## config.mk

```make
export PLATFORM = sky130hd
export DESIGN_NAME = pei_top
export DESIGN_NICKNAME = d
export VERILOG_FILES = /design/src/design/pei_pkg.sv /design/src/design/pei_sync.sv /design/src/design/pei_edge.sv /design/src/design/pei_top.sv
export SDC_FILE = /design/constraint.sdc
export NUM_CORES = 1
export LEC_CHECK = 0
export ABC_AREA = 0
export BUFFER_PORTS_ARGS = -buffer_cell sky130_fd_sc_hd__buf_2
export CAP_MARGIN = 20
export CORE_AREA = 2 2 80 82
export DETAILED_ROUTE_END_ITERATION = 10
export DIE_AREA = 0 0 82 84
export GPL_TIMING_DRIVEN = 0
export PLACE_DENSITY_LB_ADDON = 0.3
export SLEW_MARGIN = 10
export SYNTH_ARGS = -nofsm -noshare
export SYNTH_HDL_FRONTEND = slang
export SYNTH_HIERARCHICAL = 1
export SYNTH_SLANG_ARGS = --single-unit
export TNS_END_PERCENT = 100
```

## constraint.sdc

```tcl
create_clock -name clk_i -period 4.6 [get_ports clk_i]
set_clock_uncertainty 0.1 [all_clocks]
set_input_delay 0.23 -clock clk_i [delete_from_list [all_inputs] [get_ports clk_i]]
set_output_delay 0.23 -clock clk_i [all_outputs]
set_load 0.005 [all_outputs]
```

## src/design/pei_pkg.sv

```systemverilog
// Functional notes
// - any pin or pin combination raises change interrupt
// - master enable gates irq, detection continues
// - per-pin rising detector armed by rise enable
// - per-pin falling detector armed by fall enable
// - both enables detect both edge polarities
// - enabled edge sets pin flag
// - summary flag is OR of pin flags
// - software clears flag by writing zero
// - edge during clear leaves flag set
// - change event wakes from sleep when enabled
// - rise enables bits 5:0, bits 7:6 zero
// - fall enables bits 5:0, bits 7:6 zero
// - all edge enables reset to zero
// - port A flags bits 5:0, reset zero
// - debugger blocks change detect on pins 1,0
`default_nettype none
package pei_pkg;
  localparam int PEI_PINS = 6;
  localparam logic [7:0] PEI_IMPL_MASK = 8'h3F;
  localparam logic [7:0] PEI_DBG_MASK = 8'h03;
  localparam logic [7:0] PEI_RESET_VAL = 8'h00;
  // edges after reset ignored until the synchroniser has settled
  localparam logic [2:0] PEI_PRIME_CYC = 3'h5;
  // word offsets (byte addresses)
  localparam logic [7:0] PEI_OFS_RISE = 8'h00;
  localparam logic [7:0] PEI_OFS_FALL = 8'h04;
  localparam logic [7:0] PEI_OFS_FLAG = 8'h08;
  localparam logic [7:0] PEI_OFS_CTRL = 8'h0C;
  localparam logic [7:0] PEI_OFS_STAT = 8'h10;
  localparam logic [7:0] PEI_OFS_SCLR = 8'h14;
  localparam logic [7:0] PEI_OFS_SEN = 8'h18;
  // control register fields
  localparam int PEI_CTRL_MASTER = 0;
  // event status bits
  localparam int PEI_EV_EDGE = 0;
  localparam int PEI_EV_WAKE = 1;
  localparam int PEI_EV_W = 2;
  typedef struct packed {
    logic cyc;
    logic stb;
    logic we;
    logic [7:0] adr;
    logic [3:0] sel;
    logic [31:0] dat;
  } pei_wb_req_t;
endpackage
`default_nettype wire

```

## src/design/pei_sync.sv

```systemverilog
`default_nettype none
module pei_sync
  import pei_pkg::*;
#(
  parameter int W = 6
) (
  // clock
  input wire logic clk_i,
  input wire logic rst_i,
  input wire logic ce_i,
  // data
  input wire logic [W-1:0] d_i,
  output logic [W-1:0] q_o
);
  logic [W-1:0] s1;
  logic [W-1:0] s2;
  logic [W-1:0] s3;
  logic [W-1:0] stable;
  genvar g;
  generate
    for (g = 0; g < W; g++) begin : g_bit
      always_ff @(posedge clk_i) begin
        if (rst_i) begin
          s1[g] <= 1'b0;
          s2[g] <= 1'b0;
          s3[g] <= 1'b0;
          stable[g] <= 1'b0;
        end else if (ce_i) begin
          s1[g] <= d_i[g];
          s2[g] <= s1[g];
          s3[g] <= s2[g];
          if (s2[g] == s3[g]) begin
            stable[g] <= s3[g];
          end
        end
      end
    end
  endgenerate
  assign q_o = stable;
endmodule
`default_nettype wire

```

## src/design/pei_edge.sv

```systemverilog
`default_nettype none
module pei_edge
  import pei_pkg::*;
#(
  parameter int W = 6
) (
  // clock
  input wire logic clk_i,
  input wire logic rst_i,
  input wire logic ce_i,
  // pins and enables
  input wire logic [W-1:0] pin_i,
  input wire logic [W-1:0] rise_en_i,
  input wire logic [W-1:0] fall_en_i,
  output logic [W-1:0] hit_o
);
  logic [W-1:0] prev;
  logic [2:0] settle;
  // a pin idling high must not look like a rising edge while the synchroniser refills
  wire primed = (settle == PEI_PRIME_CYC);
  always_ff @(posedge clk_i) begin
    if (rst_i) begin
      prev <= '0;
      settle <= 3'h0;
    end else if (ce_i) begin
      prev <= pin_i;
      if (!primed) begin
        settle <= settle + 3'h1;
      end
    end
  end
  wire [W-1:0] rose = pin_i & ~prev & {W{primed}};
  wire [W-1:0] fell = ~pin_i & prev & {W{primed}};
  assign hit_o = ((rose & rise_en_i) | (fell & fall_en_i)) & {W{ce_i}};
endmodule
`default_nettype wire

```

## src/design/pei_top.sv

```systemverilog
// Decided for this implementation: register access over Wishbone and the register addresses.
`default_nettype none
module pei_top
  import pei_pkg::*;
#(
  parameter int PINS = PEI_PINS
) (
  // clock and reset
  input wire logic clk_i,
  input wire logic rst_i,
  input wire logic ce_i,
  // wishbone slave
  input wire logic wb_cyc_i,
  input wire logic wb_stb_i,
  input wire logic wb_we_i,
  input wire logic [7:0] wb_adr_i,
  input wire logic [3:0] wb_sel_i,
  input wire logic [31:0] wb_dat_i,
  output logic [31:0] wb_dat_o,
  output logic wb_ack_o,
  // pins and system
  input wire logic [PINS-1:0] pin_i,
  input wire logic debug_en_i,
  input wire logic sleep_i,
  output logic wake_o,
  output logic summary_flag_o,
  output logic irq_o,
  output logic evt_irq_o
);
  // ------------------------------------------------------------
  // registers
  // ------------------------------------------------------------
  logic [7:0] port_a_rising_edge_enable;
  logic [7:0] port_a_falling_edge_enable;
  logic [7:0] port_a_change_flag;
  logic change_irq_master_enable;
  logic [PEI_EV_W-1:0] evt_status;
  logic [PEI_EV_W-1:0] evt_enable;
  logic [31:0] rdata;
  logic ack;
  logic wake;
  pei_wb_req_t req;

  assign req = '{cyc: wb_cyc_i, stb: wb_stb_i, we: wb_we_i, adr: wb_adr_i, sel: wb_sel_i, dat: wb_dat_i};

  // ------------------------------------------------------------
  // bus decode
  // ------------------------------------------------------------
  wire acc = req.cyc & req.stb & ~ack & ce_i;
  wire wr_b0 = acc & req.we & req.sel[0];
  wire wr_rise = wr_b0 & (req.adr == PEI_OFS_RISE);
  wire wr_fall = wr_b0 & (req.adr == PEI_OFS_FALL);
  wire wr_flag = wr_b0 & (req.adr == PEI_OFS_FLAG);
  wire wr_ctrl = wr_b0 & (req.adr == PEI_OFS_CTRL);
  wire wr_sclr = wr_b0 & (req.adr == PEI_OFS_SCLR);
  wire wr_sen = wr_b0 & (req.adr == PEI_OFS_SEN);
  wire [7:0] impl = PEI_IMPL_MASK & ~(debug_en_i ? PEI_DBG_MASK : 8'h00);
  wire [31:0] rd_mux =
    (req.adr == PEI_OFS_RISE) ? {24'h000000, port_a_rising_edge_enable} :
    (req.adr == PEI_OFS_FALL) ? {24'h000000, port_a_falling_edge_enable} :
    (req.adr == PEI_OFS_FLAG) ? {24'h000000, port_a_change_flag} :
    (req.adr == PEI_OFS_CTRL) ? {31'h0, change_irq_master_enable} :
    (req.adr == PEI_OFS_STAT) ? {30'h0, evt_status} :
    (req.adr == PEI_OFS_SEN) ? {30'h0, evt_enable} :
    32'h00000000;

  // ------------------------------------------------------------
  // pin path
  // ------------------------------------------------------------
  logic [PINS-1:0] pin_s;
  logic [PINS-1:0] hit;
  pei_sync #(.W(PINS)) u_sync (
    .clk_i(clk_i),
    .rst_i(rst_i),
    .ce_i(ce_i),
    .d_i(pin_i),
    .q_o(pin_s)
  );
  pei_edge #(.W(PINS)) u_edge (
    .clk_i(clk_i),
    .rst_i(rst_i),
    .ce_i(ce_i),
    .pin_i(pin_s),
    .rise_en_i(port_a_rising_edge_enable[PINS-1:0] & impl[PINS-1:0]),
    .fall_en_i(port_a_falling_edge_enable[PINS-1:0] & impl[PINS-1:0]),
    .hit_o(hit)
  );
  wire [7:0] set8 = {{(8-PINS){1'b0}}, hit} & impl;
  // write of zero clears, a same-cycle set wins
  wire [7:0] next_flag = ((wr_flag ? (port_a_change_flag & req.dat[7:0]) : port_a_change_flag) | set8)
    & PEI_IMPL_MASK;
  wire summary = |port_a_change_flag;
  wire change_irq = summary & change_irq_master_enable;
  wire next_wake = sleep_i & change_irq;
  wire [PEI_EV_W-1:0] ev = {next_wake & ~wake, |set8};
  wire [PEI_EV_W-1:0] next_evt = (wr_sclr ? (evt_status & ~req.dat[PEI_EV_W-1:0]) : evt_status) | ev;

  // ------------------------------------------------------------
  // state
  // ------------------------------------------------------------
  always_ff @(posedge clk_i) begin
    if (rst_i) begin
      port_a_rising_edge_enable <= PEI_RESET_VAL;
      port_a_falling_edge_enable <= PEI_RESET_VAL;
      port_a_change_flag <= PEI_RESET_VAL;
      change_irq_master_enable <= 1'b0;
      evt_status <= '0;
      evt_enable <= '0;
      rdata <= '0;
      ack <= 1'b0;
      wake <= 1'b0;
    end else if (ce_i) begin
      if (wr_rise) port_a_rising_edge_enable <= req.dat[7:0] & PEI_IMPL_MASK;
      if (wr_fall) port_a_falling_edge_enable <= req.dat[7:0] & PEI_IMPL_MASK;
      if (wr_ctrl) change_irq_master_enable <= req.dat[PEI_CTRL_MASTER];
      if (wr_sen) evt_enable <= req.dat[PEI_EV_W-1:0];
      port_a_change_flag <= next_flag;
      evt_status <= next_evt;
      wake <= next_wake;
      ack <= acc;
      if (acc) rdata <= rd_mux;
    end
  end

  assign wb_ack_o = ack;
  assign wb_dat_o = rdata;
  assign summary_flag_o = summary;
  assign irq_o = change_irq;
  assign wake_o = wake;
  assign evt_irq_o = |(evt_status & evt_enable);
endmodule
`default_nettype wire

```

==> metrics.txt <==
Layout Cells excl Fill 509; Worst Path Arrival about 2 ns; crit-path cells inv_1, ha_1, nand3_1, a21oi_1, nor4_1, o21ai_0, nand2_1, a21oi_1; Core Area between 6000 and 7000 sq um; post-CTS sizing 0; share of layout cells above drive strength 1 0.252; Post-CTS Setup Inserts 0; Reg2Reg Setup Slack about 2.7 ns; ys async rst share 0; CP endpoint kind flop; Final HPWL DP about 5000 um; vias per cell 5.24; # Max-Cap Violations 0; register share of total power 0.458; initial antenna violation count 0; worst skew pair latency around 0.34 ns; CP max-delay cell nor4_1; post-placement cell count ~490; initial DRC count just over 100; final setup TNS 0 ns; Yosys warnings 6; DRT Wirelength 6890 um; worst setup margin roughly 2.7 ns; net switching fraction of the power 0.220; leak pwr between 0.0015 and 0.002 uW; gpl congestion around 0.89; number of global-route vias before repair 2463; total net switching power between 200 and 300 uW; CTS max path bufs 2; Max FO, Critical Path 6; P&R area growth vs syn 18.6%; maximum vdd drop between 0.2 and 0.3 mV; hold_buf cts 0; Period minus WS final 1.90 ns; Syn Area/Cell approximately 9.4 sq um; Post-synth EDFFs 0; n_diodes 0; pwr/cell area ~320 nW/um^2; Max H-tree Level 3; status finished, final reports clean; Simple-Gate Fraction of Synth Area 0.236; slew at the pin closest to its max-slew limit slightly above 0.5 ns; first-pass GRT wire length between 10000 and 15000 um; Core Rows 29; WP data required 4.71 ns; count of pins over their slew limit 0; Final Hold Vio Count 0; CP Launch Point u_edge/settle[1]; worst reg2reg path startpoint u_edge/settle[1]; cts bufs inserted 9; Pre-Repair DR Iteration Count 4; CP peak stage delay slightly below 0.4 ns; Mapped Cells approximately 350; fillers 506; Synth Area in XOR/XNOR 0; Post-route DRC 0; Power, Total between 1000 and 1500 uW; # IOs 95; Most Crowded Layer GR met2; root buf cell clkbuf_8; WHS 0.0282 ns; met2 GRT Util 0.350; crit start category flop; Setup CP Type flop to flop; register area share after synthesis 0.386; delay-heaviest family, CP simple AND/OR/NAND/NOR gates; Clock power frac 0.448; antenna-violating nets left 0; mux contribution to synthesized area 0.133; post-synthesis cell type count ~40; Total GRT Usage 0.215; pre-CTS setup slack around 2.7 ns; number of I/O port buffers 39; Gate power share 0.094; CTS sink cnt 64; grt met1 use 0.256; r2r worst-path depth 8; Worst-path clk slew 0.06 ns; Synth Area in Adders 0.00754; largest family of logic cells by synthesized area simple AND/OR/NAND/NOR gates; Initial Util 0.544; Final nets 487; # setup viols final 0; total number of vias 2668; Worst setup endpoint evt_status[0]; Die Wd a little over 80 um; ys flop type dfxtp_1; worst rel slew slack 0.653; complex-gate fraction of the synthesized area 0.137; global-route met3 utilization 0.0801; CTS tree done; fmax between 500 and 600 MHz; synthesized area 3320 sq um; class of the worst hold path input pin to flop; FF-to-FF End evt_status[0]; Final Cycle Share 0.413; Die Span Y ~84 um; GR Overflow Total 0; Die ar. roughly 6900 sq um; critical path buffer and inverter count 1; CP dominant cell by count a21oi_1; wire per inst 13.5 um; RSZ-0062 raised after global routing no; largest net degree at the start of global routing 11; CP Depth 8; Synth Register Bits 64; Pint about 970 uW
worst register-to-register path: cells and delay by family, from the launching register on:
kind / cells / cell delay (ns)
AND/OR/NAND/NOR: 3 / 0.72
flip-flops: 1 / 0.34
AO/OA/AOI/OAI: 3 / 0.33
adder cells (fa/ha/maj): 1 / 0.23
buffers and inverters: 1 / 0.05
flip-flops by register name (all words and copies together) (netlist names), 2 cells and up:
signal,count
wb_dat_o,6
port_a_falling_edge_enable,6
u_sync/q_o,6
u_sync/s2,6
evt_status,2
u_edge/prev,6
port_a_change_flag,6
port_a_rising_edge_enable,6
evt_enable,2
u_sync/s1,6
u_sync/s3,6
u_edge/settle,3
cells in the mapped netlist, drive strengths merged (6+ instances only):
cell,instances,area [sq um]
buf,36,275
nor2b,17,151
o32ai,8,115
inv,9,33.8
nor2,42,158
dfxtp,64,1280
mux2i,41,410
a21oi,26,130
o31ai,6,45.0
clkbuf,6,22.5
o21ai,10,50.1
nand3b,12,90.1
nand2b,12,75.1
nand2,14,52.6
worst min-delay path by stage:
stage                      from  depth (start not counted)  slack, ns             to
floorplan           wb_dat_i[1]                          2       0.27  evt_enable[1]
global placement    wb_dat_o[0]                          2       0.33    wb_dat_o[0]
detailed placement  wb_dat_o[0]                          2       0.34    wb_dat_o[0]
CTS                    pin_i[0]                          3       0.02   u_sync/s1[0]
global route           pin_i[1]                          3       0.03   u_sync/s1[1]
finish                 pin_i[1]                          3       0.03   u_sync/s1[1]
cell families after synthesis:
kind of cell             count (synthesis)
buffers and inverters                   51
flip-flops                              64
other                                    1
multiplexers                            43
adder cells (fa/ha/maj)                  2
AND/OR/NAND/NOR                        129
AO/OA/AOI/OAI                           62
cells in the final DEF, fill, tap and decap left out, types with 3 or more instances in the layout:
cell       n
nand2b_1  12
buf_2     43
buf_6      4
conb_1    26
nor4_1     3
dfxtp_1   64
inv_1      9
nor2_1    42
nand4b_1   5
o32ai_2    6
nand3b_1  12
buf_4     28
o21ai_0   10
clkbuf_1   8
o41ai_1    3
nor2b_4    6
a21oi_1   26
o31ai_1    6
mux2i_1   41
nand2_1   14
nand4_2    3
nor2b_1   11
nand3_1    5
a22o_1     5
clkbuf_8  12
final cells by class:
class	instances	area (sq um)	share of cell area
Multi-Input combinational cell	262	1800	0.457
Sequential cell	64	1280	0.325
Buffer	42	298	0.0757
Timing Repair Buffer	39	195	0.0496
Clock buffer	14	173	0.0439
Tap cell	77	96.3	0.0245
Clock inverter	2	60.1	0.0153
Inverter	9	33.8	0.00858
power groups by stage:
| stage | sequential (uW) | clock (uW) | combinational, uW |
|---|---|---|---|
| finish | 569 | 556 | 116 |
| global route | 570 | 602 | 128 |
| CTS | 569 | 569 | 115 |
| detailed placement | 581 | 0 | 115 |
| global placement | 580 | 0 | 113 |
| floorplan | 580 | 0 | 81.8 |
metrics by stage:
step	utilization	area (sq um)
floorplan	-	3410
global placement	0.608	3700
detailed placement	0.608	3700
CTS	0.646	3940
global route	0.646	3940
finish	0.646	3940
per-layer routing:
layer / routed length [um] / vias to the layer above
met5: 0 / -
met4: 124 / 0
met3: 421 / 12
met2: 3330 / 80
met1: 3020 / 1225
li1: - / 1351
No activity file was read; power rests on OpenSTA's default activity.
